## src/logic/pbs_cfg.svh

```systemverilog
// constants for the parameter block select loader
// assumes one 40 MHz clock and a byte-wide flash read port
`ifndef PBS_CFG_SVH
`define PBS_CFG_SVH
`define PBS_BLOCKS        16
`define PBS_BLOCK_BYTES   256
`define PBS_SYS_BLOCK     4'hf
`define PBS_MAX_USER      4'he
`define PBS_MAX_PAIRED    4'hc
`define PBS_MUL_15        8'h0f
`define PBS_OFS_CONFIG    12'h000
`define PBS_OFS_COMMAND   12'h004
`define PBS_OFS_STATUS    12'h008
`define PBS_OFS_ACK       12'h00c
`define PBS_CFG_RESET     8'h00
`define PBS_FLD_MODE_HI   3
`define PBS_FLD_BLK_HI    7
`define PBS_FLD_BLK_LO    4
`define PBS_CMD_LOAD      16'h0300
`define PBS_CMD_SAVE      16'h0301
`define PBS_CMD_ERASE     16'h0302
`define PBS_BLANK_BYTE    8'hff
`endif

```

## src/logic/pbs_pkg.sv

```systemverilog
// types for the parameter block select loader
// assumes pbs_cfg.svh is on the include path
package pbs_pkg;
  typedef enum logic [3:0] {
    PBS_MODE_DIRECT,
    PBS_MODE_LINK,
    PBS_MODE_ANALOG,
    PBS_MODE_PINS
  } pbs_mode_t;
  typedef enum logic [2:0] {
    PBS_ST_SELECT,
    PBS_ST_LOAD,
    PBS_ST_SAVE,
    PBS_ST_IDLE,
    PBS_ST_STOP
  } pbs_state_t;
endpackage : pbs_pkg

```

## src/logic/pbs_loader.sv

```systemverilog
// parameter block select and load engine with an apb register port
// assumes a byte flash read/write port with same-cycle answers and a
// byte ram for the working copy; the adc value is already synchronous
//
// Contract
// flash holds sixteen blocks of 256 bytes each
// block fifteen holds system data, never a user selection
// motor only: one block per set, ids zero to fourteen
// motor plus pfc: two consecutive blocks, even ids zero to twelve
// config bits 3:0 pick direct, link, analog or pin selection
// direct mode takes the block from config bits 7:4
// link commands load a block to ram or save ram to flash
// analog block is floor of input over reference times 15, max 14
// four pins form the block number, all ones gives fourteen
// blank block keeps the device idle and refuses motor start
// invalid block data flags a load fault and stays idle
// good block is copied to ram, then the device is stopped
// each block is rewritten alone, neighbours untouched
// each accepted link command is echoed as its acknowledgement
// selection is taken once after reset or a link load command; the code also reselects on a non-link config write while idle or stopped
//
// The APB slave port and the register offsets were decided locally.
`timescale 1ns/10ps
`default_nettype none
`include "pbs_cfg.svh"
module pbs_loader
  import pbs_pkg::*;
#(
  parameter int ADC_BITS = 12,
  parameter bit PFC_PRESENT = 1'b0
) (
  input  wire logic                pclk,
  input  wire logic                presetn,
  input  wire logic                psel,
  input  wire logic                penable,
  input  wire logic                pwrite,
  input  wire logic [11:0]         paddr,
  input  wire logic [31:0]         pwdata,
  output logic      [31:0]         prdata,
  output logic                     pready,
  output logic                     pslverr,
  input  wire logic [ADC_BITS-1:0] analog_block_select_pin,
  input  wire logic                block_select_bit0,
  input  wire logic                block_select_bit1,
  input  wire logic                block_select_bit2,
  input  wire logic                block_select_bit3,
  input  wire logic                motor_start_req,
  output logic                     motor_start_ok,
  output logic      [11:0]         flash_addr,
  output logic                     flash_we,
  output logic      [7:0]          flash_wdata,
  input  wire logic [7:0]          flash_rdata,
  output logic      [8:0]          ram_addr,
  output logic                     ram_we,
  output logic      [7:0]          ram_wdata,
  input  wire logic [7:0]          ram_rdata,
  output logic                     load_fault,
  output logic                     dev_idle,
  output logic                     dev_stopped
);

  localparam int NBYTES = `PBS_BLOCK_BYTES;

  // clamp an arbitrary 4-bit id to a legal user block
  function automatic logic [3:0] legal_block(input logic [3:0] b);
    logic [3:0] r;
    r = (b > `PBS_MAX_USER) ? `PBS_MAX_USER : b;
    if (PFC_PRESENT) begin
      r = (r > `PBS_MAX_PAIRED) ? `PBS_MAX_PAIRED : {r[3:1], 1'b0};
    end
    return r;
  endfunction

  // pins pass two flops; only the second stage is read
  logic [3:0] pin_s1_q, pin_s2_q;
  always_ff @(posedge pclk or negedge presetn) begin
    if (!presetn) begin
      pin_s1_q <= 4'h0;
      pin_s2_q <= 4'h0;
    end else begin
      pin_s1_q <= {block_select_bit3, block_select_bit2,
                   block_select_bit1, block_select_bit0};
      pin_s2_q <= pin_s1_q;
    end
  end

  // analog scaling: floor(v*15 / full scale)
  logic [ADC_BITS+3:0] ana_prod;
  logic [3:0]          ana_blk;
  // four headroom bits keep the product exact, so its top nibble is the block
  assign ana_prod = (ADC_BITS+4)'(analog_block_select_pin) *
                    (ADC_BITS+4)'(`PBS_MUL_15);
  assign ana_blk  = ana_prod[ADC_BITS+3:ADC_BITS];

  // register and engine state
  logic [7:0]  cfg_q, cfg_d;
  pbs_state_t  st_q, st_d;
  logic [3:0]  blk_q, blk_d;
  logic [8:0]  cnt_q, cnt_d;
  logic        pair_q, pair_d;
  logic        fault_q, fault_d;
  logic        blank_q, blank_d;
  logic [7:0]  sum_q, sum_d;
  logic [31:0] ack_q, ack_d;
  logic        ackv_q, ackv_d;
  logic        cmd_busy;

  wire wr_acc = psel && penable && pwrite;
  wire rd_acc = psel && penable && !pwrite;
  wire hit_cfg = paddr == `PBS_OFS_CONFIG;
  wire hit_cmd = paddr == `PBS_OFS_COMMAND;
  wire hit_sts = paddr == `PBS_OFS_STATUS;
  wire hit_ack = paddr == `PBS_OFS_ACK;
  wire mapped  = hit_cfg || hit_cmd || hit_sts || hit_ack;
  assign cmd_busy = (st_q == PBS_ST_LOAD) || (st_q == PBS_ST_SAVE) ||
                    (st_q == PBS_ST_SELECT);
  // idle or stopped: nothing in flight, so a fresh selection is safe
  wire resting = (st_q == PBS_ST_IDLE) || (st_q == PBS_ST_STOP);
  wire [15:0] cmd_word = pwdata[15:0];
  wire [15:0] cmd_val  = pwdata[31:16];
  wire cmd_ok = cfg_q[`PBS_FLD_MODE_HI:0] == PBS_MODE_LINK && !cmd_busy &&
                (cmd_word == `PBS_CMD_LOAD || cmd_word == `PBS_CMD_SAVE);
  wire cmd_take = wr_acc && hit_cmd && cmd_ok;

  // apb: zero wait states, error on unmapped address
  assign pready  = 1'b1;
  assign pslverr = psel && penable && !mapped;
  always_comb begin
    prdata = 32'h0000_0000;
    if (rd_acc) begin
      if (hit_cfg) prdata = {24'h00_0000, cfg_q};
      if (hit_sts) prdata = {24'h00_0000, blk_q, 1'b0,
                             fault_q, st_q == PBS_ST_IDLE,
                             st_q == PBS_ST_STOP};
      if (hit_ack) prdata = ack_q;
    end
  end

  // main engine next state
  always_comb begin
    logic [3:0] sel;
    sel      = 4'h0;
    cfg_d    = cfg_q;
    st_d     = st_q;
    blk_d    = blk_q;
    cnt_d    = cnt_q;
    pair_d   = pair_q;
    fault_d  = fault_q;
    blank_d  = blank_q;
    sum_d    = sum_q;
    ack_d    = ack_q;
    ackv_d   = ackv_q;
    if (wr_acc && hit_cfg) cfg_d = pwdata[7:0];
    case (st_q)
      PBS_ST_SELECT: begin
        case (cfg_q[`PBS_FLD_MODE_HI:0])
          PBS_MODE_DIRECT: sel = cfg_q[`PBS_FLD_BLK_HI:`PBS_FLD_BLK_LO];
          PBS_MODE_ANALOG: sel = ana_blk;
          PBS_MODE_PINS:   sel = pin_s2_q;
          default:         sel = blk_q;
        endcase
        blk_d   = legal_block(sel);
        cnt_d   = 9'h000;
        pair_d  = 1'b0;
        blank_d = 1'b1;
        sum_d   = 8'h00;
        fault_d = 1'b0;
        // link mode waits for a load command instead of autoloading
        st_d = (cfg_q[`PBS_FLD_MODE_HI:0] == PBS_MODE_LINK) ?
               PBS_ST_IDLE : PBS_ST_LOAD;
      end
      PBS_ST_LOAD, PBS_ST_SAVE: begin
        if (st_q == PBS_ST_LOAD) begin
          blank_d = blank_q && (flash_rdata == `PBS_BLANK_BYTE);
          sum_d   = sum_q + flash_rdata;
        end
        cnt_d = cnt_q + 9'h001;
        if (cnt_q == 9'(NBYTES - 1)) begin
          cnt_d = 9'h000;
          if (PFC_PRESENT && !pair_q) begin
            pair_d = 1'b1; // second block of the pair
          end else if (st_q == PBS_ST_SAVE) begin
            st_d = PBS_ST_STOP;
          end else if (blank_q && flash_rdata == `PBS_BLANK_BYTE) begin
            st_d = PBS_ST_IDLE;
          end else if ((sum_q + flash_rdata) != 8'h00) begin
            fault_d = 1'b1;
            st_d    = PBS_ST_IDLE;
          end else begin
            st_d = PBS_ST_STOP;
          end
        end
      end
      PBS_ST_IDLE, PBS_ST_STOP: ;
      default: st_d = PBS_ST_SELECT;
    endcase
    // a non-link config write while resting stands for a fresh start-up, so
    // pin and analog modes can be chosen without a reset; a write during a
    // load or save lands in the register but waits for the next start-up
    if (wr_acc && hit_cfg && resting &&
        pwdata[`PBS_FLD_MODE_HI:0] != PBS_MODE_LINK) begin
      st_d = PBS_ST_SELECT;
    end
    if (cmd_take) begin
      ack_d   = pwdata;
      ackv_d  = 1'b1;
      blk_d   = legal_block(cmd_val[3:0]);
      cnt_d   = 9'h000;
      pair_d  = 1'b0;
      blank_d = 1'b1;
      sum_d   = 8'h00;
      fault_d = 1'b0;
      st_d    = (cmd_word == `PBS_CMD_LOAD) ? PBS_ST_LOAD : PBS_ST_SAVE;
    end else if (wr_acc && hit_ack) begin
      ackv_d = 1'b0;
    end
  end

  always_ff @(posedge pclk or negedge presetn) begin
    if (!presetn) begin
      cfg_q   <= `PBS_CFG_RESET;
      st_q    <= PBS_ST_SELECT;
      blk_q   <= 4'h0;
      cnt_q   <= 9'h000;
      pair_q  <= 1'b0;
      fault_q <= 1'b0;
      blank_q <= 1'b1;
      sum_q   <= 8'h00;
      ack_q   <= 32'h0000_0000;
      ackv_q  <= 1'b0;
    end else begin
      cfg_q   <= cfg_d;
      st_q    <= st_d;
      blk_q   <= blk_d;
      cnt_q   <= cnt_d;
      pair_q  <= pair_d;
      fault_q <= fault_d;
      blank_q <= blank_d;
      sum_q   <= sum_d;
      ack_q   <= ack_d;
      ackv_q  <= ackv_d;
    end
  end

  // memory ports: address covers exactly one block, or the pair when PFC_PRESENT is set, never beyond
  wire [3:0] cur_blk = blk_q + {3'b000, pair_q};
  assign flash_addr  = {cur_blk, cnt_q[7:0]};
  assign flash_we    = st_q == PBS_ST_SAVE;
  assign flash_wdata = ram_rdata;
  assign ram_addr    = {pair_q, cnt_q[7:0]};
  assign ram_we      = st_q == PBS_ST_LOAD;
  assign ram_wdata   = flash_rdata;
  assign load_fault  = fault_q;
  assign dev_idle    = st_q == PBS_ST_IDLE;
  assign dev_stopped = st_q == PBS_ST_STOP;
  assign motor_start_ok = motor_start_req && dev_stopped;
endmodule : pbs_loader
`default_nettype wire

```

## config.mk

```make
export PLATFORM = sky130hd
export DESIGN_NAME = pbs_loader
export DESIGN_NICKNAME = d
export VERILOG_FILES = /design/src/logic/pbs_pkg.sv /design/src/logic/pbs_loader.sv
export VERILOG_INCLUDE_DIRS = /design/src /design/src/logic
export SDC_FILE = /design/constraint.sdc
export NUM_CORES = 1
export LEC_CHECK = 0
export ABC_AREA = 1
export BUFFER_PORTS_ARGS = -buffer_cell sky130_fd_sc_hd__buf_2
export CORE_ASPECT_RATIO = 1.1
export CORE_MARGIN = 2
export CORE_UTILIZATION = 58
export DETAILED_ROUTE_END_ITERATION = 16
export GPL_TIMING_DRIVEN = 0
export PLACE_DENSITY_LB_ADDON = 0.3
export SYNTH_ARGS = -nofsm -noshare
export SYNTH_HDL_FRONTEND = slang
export SYNTH_SLANG_ARGS = --single-unit
```

## constraint.sdc

```tcl
create_clock -name pclk -period 3.39 [get_ports pclk]
set_clock_uncertainty 0.2 [all_clocks]
set_input_delay 0.1695 -clock pclk [delete_from_list [all_inputs] [get_ports pclk]]
set_output_delay 0.1695 -clock pclk [all_outputs]
set_load 0.02 [all_outputs]
```

==> run metrics, run 1 <==
GRT Total Usage=0.276; r2r endpoint=st_q[1]; TritonCTS clock tree=yes; Fmax=0.341 GHz; post-synth top area share=0.327; crit path time final=2930 ps; Max-cap violations=0; layout cells sized above 1=0.244; IO Pins=159; area leader, netlist=dfrtp_1; Top cell by count, worst path=nand2_1; Post-synth EDFFs=0; Cells after Synth=757; drt drc=0; final instance area=7010 µm²; unrepaired setup endpoints after global routing=false; setup TNS=0 ps; antenna-violating nets left=0; CP Class=in -> reg; Syn Nets=887; Syn Area/Cell=between 7 and 8 µm²; Worst Hold Class=in -> reg; Core Region=9350 µm²; Distinct cells, synth=just under 50; Synth Cell Area=5590 µm²; final hold vios=0; Sequential Power Share=0.410; Slew @ Worst Pin=629 ps; IO Port Bufs=~150; Crit path largest cell delay=520 ps; max_slew headroom=0.576; pwr dens=310 nW/µm²; Worst-path clk slew=90 ps; delay-heaviest family, CP=adder cells; wl on met1=5750 µm; Sw Pwr=699 µW; Layout Nets=1077; LEAKAGE=3.98 nW; period utilisation layout=0.866; Clock Path Buffers=2; Critical Path RT=3440 ps; Worst IR Drop VDD=0.271 mV; Placement Rows=37; Synth Warn #=0; Slowest-stage cell, CP=fa_1; Total Routed Length=13700 µm; Overall Power=2.18 mW; Synth Register Bits=between 70 and 80; max-slew violations=0; Critical path origin=analog_block_select_pin[9]; wire per inst=12.8 µm; Logic pwr share=0.264; Worst setup EP type=flip-flop; synth-to-layout area growth=25.4%; H-tree lvl count=3; vias in the first global route=roughly 5300; Skew-Pair Late Insertion Delay=360 ps; main flop type after synthesis=dfrtp_1; DR vias=5341; Die Width=97.6 µm; Die ar.=10400 µm²; FF-to-FF setup slack=900 ps; largest net degree at the start of global routing=56; Detail Placement HPWL=~10000 µm; post-synthesis async set-or-reset flop share=1.00; antenna violations before repair=0; first-pass GRT wire length=23700 µm; GPL Wtd Cong=0.835; synth top area cells=dfrtp_1 33%, nand2_1 13%, inv_1 9.5%; initial DRC count=around 230; arrival time worst endpoint=2990 ps; placed cell area=6510 µm²; RR Startpoint=sum_q[0]; ANT cells=0; Filler cells=772; post-synthesis sequential area ratio=0.331; global route overflow=0; TritonCTS Sinks=74; Setup crit start kind=input pin; Starting Density=0.598; switching share of power=0.321; clock root cell=clkbuf_8; met3 wire len=862 µm; Hold WS=7.35 ps; Hold EP=blank_q; internal power=1.48 mW; number of cells on the worst hold path=5; Clock Power Share=0.326; Vias per Instance=approximately 5; setup violators final=0; Buf/Inv on CP=3; FF-to-FF path depth=12; hold_sp=flash_rdata[3]; critical path fanouts, max=5; Die Ht=107 µm; Setup Fix Bufs, Post-CTS=0; met2 routed WL=6890 µm; status=finished clean; DR pass1 iterations=5; cell chain of the critical path=buf_2, inv_1, fa_1, fa_1, inv_1, ha_1, nand2_1, nor2_1, nand2_1, nor2_1, nand2_1, nand3_1, nand3_1, a21oi_1, nand3_1, nand2_1, a21oi_2; number of buffers created by CTS=9; Max Used Layer=met4
==> placed cells by master (no fill, tap or decap), types with 4 or more instances in the layout <==
cell and instances:
nand2_1 193, buf_2 151, inv_1 141, dfrtp_1 73, nor2_1 68, nand3_1 42
buf_4 37, dlygate4sd3_1 30, ha_1 27, o21ai_0 26, fa_1 21, a21oi_1 19
nor3_1 16, nand4_1 10, o211ai_1 10, clkbuf_8 9, clkbuf_1 6, nor2_2 5
o221ai_1 5, nand3b_1 4, xor2_1 4, nand2_2 4, a32o_1 4, clkinv_4 4
==> worst register-to-register path: stages (launching register included) <==
cell and delay (ps):
dfrtp_1 390, ha_1 220, fa_1 420, nand3_1 90, nand2_1 90, nand2_1 80
o211ai_1 100, xnor2_1 290, nand4_1 180, nand2_1 140, nand3_1 90, nand2_1 70
inv_1 40
==> metal layers <==
layer	track usage	up-vias
met1	0.349	2463
met5	0	-
met2	0.481	159
met3	0.0554	15
met4	0.0853	0
li1	-	2704
==> power by group through the flow <==
stage	Clock (mW)	Combinational, mW	Sequential [mW]
after floorplan	0	0.385	0.909
after global placement	0	0.523	0.910
after detailed placement	0	0.544	0.910
after CTS	0.710	0.574	0.893
after global routing	0.750	0.670	0.893
final	0.708	0.575	0.893
==> cell type report <==
type                       count  area, µm²  area share
multi-input combinational    489       2860       0.408
clock buffer                   9        124      0.0177
timing repair buffer         179       1070       0.153
clock inverter                 7       77.6      0.0111
tap                          117        146      0.0209
inverter                     146        553      0.0789
buffer                        48        328      0.0468
sequential                    74       1850       0.264
==> state kept, by name (all words and copies together), names as in the netlist <==
register and count:
ack_q 32, cnt_q 9, cfg_q 8, sum_q 8, blk_q 4, pin_s1_q 4
pin_s2_q 4, st_q 3, blank_q 1, load_fault 1
==> synth_stat cells, drive strengths merged (2+ instances only) <==
cell and count:
a21oi 21, a31oi 2, a32o 4, buf 42
clkbuf 6, clkinv 3, conb 2, dfrtp 73
fa 21, ha 27, inv 143, nand2 198
nand3 43, nand3b 4, nand4 11, nor2 73
nor3 20, nor4 2, o211ai 10, o21ai 30
o221ai 5, or2 3, xnor2 3, xor2 4
==> worst max-delay path by stage <==
stage / to / slack [ps] / cells after the start
CTS: blk_q[0] / 430 / 17
floorplan: blk_q[0] / 450 / 16
global placement: blk_q[0] / 130 / 17
finish: blk_q[0] / 460 / 17
global route: blk_q[0] / 200 / 17
detailed placement: blk_q[0] / 60 / 17
==> kinds of logic after synthesis <==
kind of cell	count (synthesis)	share of synthesized area
other	2	0.00134
and+or+nand+nor	356	0.279
buffers and inverters	194	0.158
DFF	74	0.331
adders and majority gates	48	0.136
xor gates and xnor gates	7	0.0110
AOI/OAI and AO/OA	76	0.0839
==> timing repair <==
action	4_1_cts	5_1_grt
hold buffers	30	0
endpoints found under the hold margin	105	0
resized for setup	0	0
==> metrics by stage <==
stage          instances  worst slack, ps   util
3_5_place_dp        1023             63.6  0.696
5_1_grt             1069              202  0.750
4_1_cts             1069              432  0.750
3_3_place_gp        1022              133  0.693
2_1_floorplan        757              453      -
6_report            1069              455  0.750
(Power assumes the default switching activity.)
==> run 2, diff against run 1 <==
--- a/config.mk
+++ b/config.mk
@@ -6,11 +6,10 @@
 export SDC_FILE = /design/constraint.sdc
 export NUM_CORES = 1
 export LEC_CHECK = 0
-export ABC_AREA = 1
 export BUFFER_PORTS_ARGS = -buffer_cell sky130_fd_sc_hd__buf_2
 export CORE_ASPECT_RATIO = 1.1
 export CORE_MARGIN = 2
-export CORE_UTILIZATION = 58
+export CORE_UTILIZATION = 57
 export DETAILED_ROUTE_END_ITERATION = 16
 export GPL_TIMING_DRIVEN = 0
 export PLACE_DENSITY_LB_ADDON = 0.3
==> run metrics, run 2 <==
status=finished clean; Layout Nets=roughly 900; Worst setup EP type=flip-flop; top-count cell post-synth=nand2_1; Fmax=0.313 GHz; busiest layer in global routing=met2; Critical Path RT=about 3400 ps; first-pass GRT wire length=22200 µm; unrepaired setup endpoints after global routing=false; fin cells=892; setup violators final=0; Synth Cell Area=approximately 5300 µm²; Max-cap violations=0; period utilisation layout=0.942; Die Width=95.6 µm; Placement Rows=36; H-tree lvl count=3; Sw Pwr=1.34 mW; GRT Total Usage=0.279; area leader, netlist=dfrtp_1; Vias per Instance=~5.5; post-synthesis sequential area ratio=0.352; largest register by flop count=ack_q; leading cell type in the layout, fill and taps excluded=buf_2; Die ar.=10000 µm²; GR Util met2=0.493; Slowest-stage cell, CP=fa_1; met1 Usage GRT=0.334; wire per inst=15.0 µm; TritonCTS clock tree=yes; pwr dens=just over 500 nW/µm²; most frequent cells in the layout=152 x buf_2, 81 x nand2_1, 73 x dfrtp_1; Skew-Pair Late Insertion Delay=350 ps; Filler cells=658; Sequential Power Share=0.312; arrival time worst endpoint=3240 ps; synth top area cells=dfrtp_1 35%, fa_1 8.0%, ha_1 6.4%; final hold vios=0; GPL Wtd Cong=0.896; Synth top cells by count=81 x nand2_1, 73 x dfrtp_1, 47 x nor2_1, 41 x and2_1, 37 x inv_1; Logic pwr share=0.462; Distinct cells, synth=61; Die Ht=approximately 100 µm; post-synthesis async set-or-reset flop share=1.00; crit path time final=3190 ps; Synth Register Bits=74; CP Class=in -> reg; area taken by flip-flops and latches=1850 µm²; ANT cells=0; number of buffers created by CTS=9; Synth Warn #=0; drt drc=0; TritonCTS Sinks=74; Slew @ Worst Pin=1000 ps; Clock Power Share=0.227; initial DRC count=214; synth-to-layout area growth=26.8%; global route overflow=0; LEAKAGE=3.55 nW; Setup WS pre-CTS=-272 ps; multi-input combinational cell area=2910 µm²; antenna violations before repair=0; Clock Path Buffers=2; Setup crit start kind=input pin; max reg flops=32; Setup Fix Bufs, Post-CTS=0; Largest regs=ack_q: 32 flops, cnt_q: 9 flops; dpl cells=approximately 850; Crit path largest cell delay=540 ps; clock root cell=clkbuf_8; Syn Area/Cell=8.99 µm²; critical path fanouts, max=5; Hold WS=about 27 ps; Total Routed Length=13400 µm; post-synth top area share=0.347; Detail Placement HPWL=9880 µm; Worst-path clk slew=around 80 ps; post-route setup slack=198 ps; Worst IR Drop VDD=~0.3 mV; layout cells sized above 1=0.294; main flop type after synthesis=dfrtp_1; cell chain of the critical path=buf_2, inv_1, fa_1, fa_1, inv_1, ha_1, a21oi_1, o22ai_1, o21ai_0, mux2_2, nor3_2, a211o_1, nand2_1; Post-synth EDFFs=0; vias in the first global route=4952; Core Region=8920 µm²; IO Pins=159; DR vias=4891; IO Port Bufs=148; Starting Density=0.590; Worst Hold Class=in -> reg; internal power=between 2 and 2.5 mW; antenna-violating nets left=0; Syn Nets=between 700 and 800; max_slew headroom=0.325; final core utilization=0.747; grt met3 use=0.0541; Cells after Synth=about 600; DR pass1 iterations=5; largest net degree at the start of global routing=75; switching share of power=0.389; max-slew violations=0
-- run 2: cell count changes after synthesis, moves of 14 or more --
| cell | previous run | this run |
|---|---|---|
| nor2_1 | 68 | 47 |
| nand3_1 | 42 | 12 |
| nand2_1 | 193 | 81 |
| o21ai_0 | 26 | 12 |
| inv_1 | 141 | 37 |
| and2_1 | 1 | 41 |
-- run 2: metal layers --
metal	part of all wire	up-vias
met5	0	-
met4	0.028	0
met3	0.056	36
met2	0.53	190
met1	0.39	2335
li1	-	2330
-- run 2: kinds of logic after synthesis --
group	count (synthesis)	share of synthesized area
simple gates	241	0.231
buf+inv	93	0.0954
compound gates	101	0.126
other cells	2	0.00143
fa+ha+maj	48	0.144
mux	19	0.0383
flops	74	0.352
xor+xnor	7	0.0117
-- run 2: critical path, delay by kind of cell --
kind	cells	cell delay, ps
compound gates	4	720
fa+ha+maj	3	1400
buf+inv	3	340
mux	1	360
simple gates	2	260
-- run 2: cell type report --
class / instances / area share
clock buffers: 10 / 0.0206
clock inverters: 6 / 0.0133
repair buffers: 177 / 0.155
multi-input cells: 418 / 0.436
well taps: 114 / 0.0214
flip-flops and latches: 74 / 0.278
plain buffers: 56 / 0.0544
inverters: 37 / 0.0208
-- run 2: worst paths after layout --
| path | start | endpoint | slack, ps | cells past startpoint |
|---|---|---|---|---|
| min reg2reg | pin_s1_q[0] | pin_s2_q[0] | 160 | 0 |
| max in group asynchronous | presetn | cfg_q[6] | 2100 | 2 |
| min | flash_rdata[0] | sum_q[0] | 30 | 4 |
| max | analog_block_select_pin[6] | blk_q[1] | 200 | 13 |
| min in group asynchronous | presetn | sum_q[3] | 290 | 2 |
| max reg2reg | sum_q[0] | st_q[0] | 480 | 8 |
-- run 2: through the flow --
| stage | power [mW] | cell area [µm²] | TNS, ps |
|---|---|---|---|
| 2_1_floorplan | 2.23 | 5260 | 0 |
| 3_3_place_gp | 2.54 | 6140 | -275 |
| 3_5_place_dp | 2.63 | 6140 | -614 |
| 4_1_cts | 3.43 | 6660 | 0 |
| 5_1_grt | 3.68 | 6670 | 0 |
| 6_report | 3.44 | 6670 | 0 |
-- run 2: timing repair --
item                                    in CTS  in global routing
hold buffers                                29                  0
endpoints found under the hold margin      104                  0
endpoints found under the setup margin       0                  2
gates resized for setup                      0                  1
-- run 2: power by group through the flow --
stage               Sequential [mW]  Clock [mW]  Combinational (mW)
global placement               1.08           0                1.46
detailed placement             1.09           0                1.54
CTS                            1.07       0.781                1.58
global route                   1.08       0.832                1.77
floorplan                      1.08           0                1.15
finish                         1.07       0.780                1.59
==> run 3, diff against run 2 <==
==> constraint.sdc (replaced) <==
create_clock -name pclk -period 3.7 [get_ports pclk]
set_clock_uncertainty 0.2 [all_clocks]
set_input_delay 0.185 -clock pclk [delete_from_list [all_inputs] [get_ports pclk]]
set_output_delay 0.185 -clock pclk [all_outputs]
set_load 0.02 [all_outputs]
==> run metrics, run 3 (synthesized netlist as in run 2, its figures left out) <==
setup TNS=0 ps; Core Region=8920 µm²; clock root cell=clkbuf_8; Logic pwr share=0.461; wire per inst=roughly 15 µm; number of buffers created by CTS=9; max reg flops=32; CP Class=in -> reg; critical path fanouts, max=5; largest register by flop count=ack_q; H-tree lvl count=3; Die Ht=105 µm; pwr dens=473 nW/µm²; Critical path origin=analog_block_select_pin[6]; Sequential Power Share=0.312; status=finished clean; Setup Fix Bufs, Post-CTS=0; Filler cells=658; first-pass GRT wire length=22200 µm; Fmax=0.304 GHz; IO Port Bufs=148; Die Width=95.6 µm; largest net degree at the start of global routing=75; Setup crit start kind=input pin; Die ar.=between 10000 and 15000 µm²; Largest regs=ack_q: 32 flops, cnt_q: 9 flops; RR Startpoint=sum_q[0]; synth-to-layout area growth=26.7%; DR vias=4910; initial DRC count=221; r2r endpoint=st_q[1]; area taken by flip-flops and latches=roughly 1900 µm²; setup violators final=0; end point of the critical path=blk_q[1]; Worst Hold Class=in -> reg; multi-input combinational cell area=2900 µm²; TritonCTS clock tree=yes; FF-to-FF path depth=8; cts hold-fix bufs=29; Critical Path RT=between 3000 and 4000 ps; Buf/Inv on CP=3; Placement Rows=36; switching share of power=0.389; Total Routed Length=roughly 13000 µm; final hold vios=0; GPL Wtd Cong=0.896; unrepaired setup endpoints after global routing=false; Slowest-stage cell, CP=fa_1; Vias per Instance=5.50; Max-cap violations=0; Clock Power Share=0.227; fin cells=892; Skew-Pair Late Insertion Delay=350 ps; antenna-violating nets left=0; internal power=1.92 mW; Sw Pwr=1.23 mW; max-slew violations=0; Crit path largest cell delay=540 ps; Worst IR Drop VDD=0.272 mV; TritonCTS Sinks=74; Clock Path Buffers=2; drt drc=0; Worst-path clk slew=80 ps; LEAKAGE=3.55 nW; Detail Placement HPWL=around 9900 µm; cell chain of the critical path=buf_2, inv_1, fa_1, fa_1, inv_1, ha_1, a21oi_1, o22ai_1, o21ai_0, mux2_2, nor3_1, a211o_1, nand2_1; Layout Nets=903; Slew @ Worst Pin=984 ps; layout cells sized above 1=0.293; max_slew headroom=0.338; Starting Density=0.590; ANT cells=0; DR pass1 iterations=5; dpl cells=847; PostCTS Resize Cnt=0; arrival time worst endpoint=about 3300 ps; IO Pins=159; GRT Total Usage=0.279; global route overflow=0; vias in the first global route=4952; most frequent cells in the layout=152 x buf_2, 81 x nand2_1, 73 x dfrtp_1; Worst setup EP type=flip-flop; antenna violations before repair=0; period utilisation layout=0.889; crit path time final=3290 ps; critical path depth=13; FF-to-FF setup slack=about 800 ps; leading cell type in the layout, fill and taps excluded=buf_2; delay-heaviest family, CP=adder cells
[run 3: how the worst min path moves through the flow]
stage                       from           to  slack (ps)  depth (start not counted)
2_1_floorplan            presetn     ack_q[0]        -310                          0
3_3_place_gp   block_select_bit2  pin_s1_q[2]          90                          1
3_5_place_dp   block_select_bit2  pin_s1_q[2]          90                          1
4_1_cts           flash_rdata[0]     sum_q[0]          40                          4
5_1_grt           flash_rdata[0]     sum_q[0]          60                          4
6_report          flash_rdata[0]     sum_q[0]          40                          4
[run 3: routing by layer]
layer	global-route usage	vias up	share of wire
met5	0	-	0
met4	0.0929	0	0.030
met3	0.0541	39	0.063
met2	0.493	209	0.53
met1	0.334	2330	0.38
li1	-	2332	-
[run 3: final cells by class]
class | instances | area share
buffer | 56 | 0.0545
clock buffer | 10 | 0.0207
clock inverter | 6 | 0.0133
inverter | 37 | 0.0208
timing repair buffer | 177 | 0.155
multi-input combinational | 418 | 0.436
tap | 114 | 0.0214
sequential | 74 | 0.278
[run 3: power by group through the flow]
stage          logic (mW)  registers [mW]  clock network [mW]
3_3_place_gp         1.34           0.990                   0
6_report             1.45           0.983               0.714
3_5_place_dp         1.41           0.997                   0
5_1_grt              1.62           0.992               0.762
2_1_floorplan        1.05           0.985                   0
4_1_cts              1.44           0.980               0.716
[run 3: tightest hold or removal path, stage by stage]
cell,delay (ps)
buf_2,100
ha_1,150
nand3_1,70
nand2_1,50
[run 3: stage by stage]
stage	setup WS, ps	hold slack [ps]	area (µm²)	util	total power, mW
after floorplan	504	-311	5260	-	2.04
after global placement	132	92.4	6140	0.689	2.33
after detailed placement	22.7	94.3	6140	0.689	2.41
after CTS	387	40.4	6660	0.747	3.14
after global routing	202	60.6	6660	0.747	3.37
final	409	42.9	6660	0.747	3.15
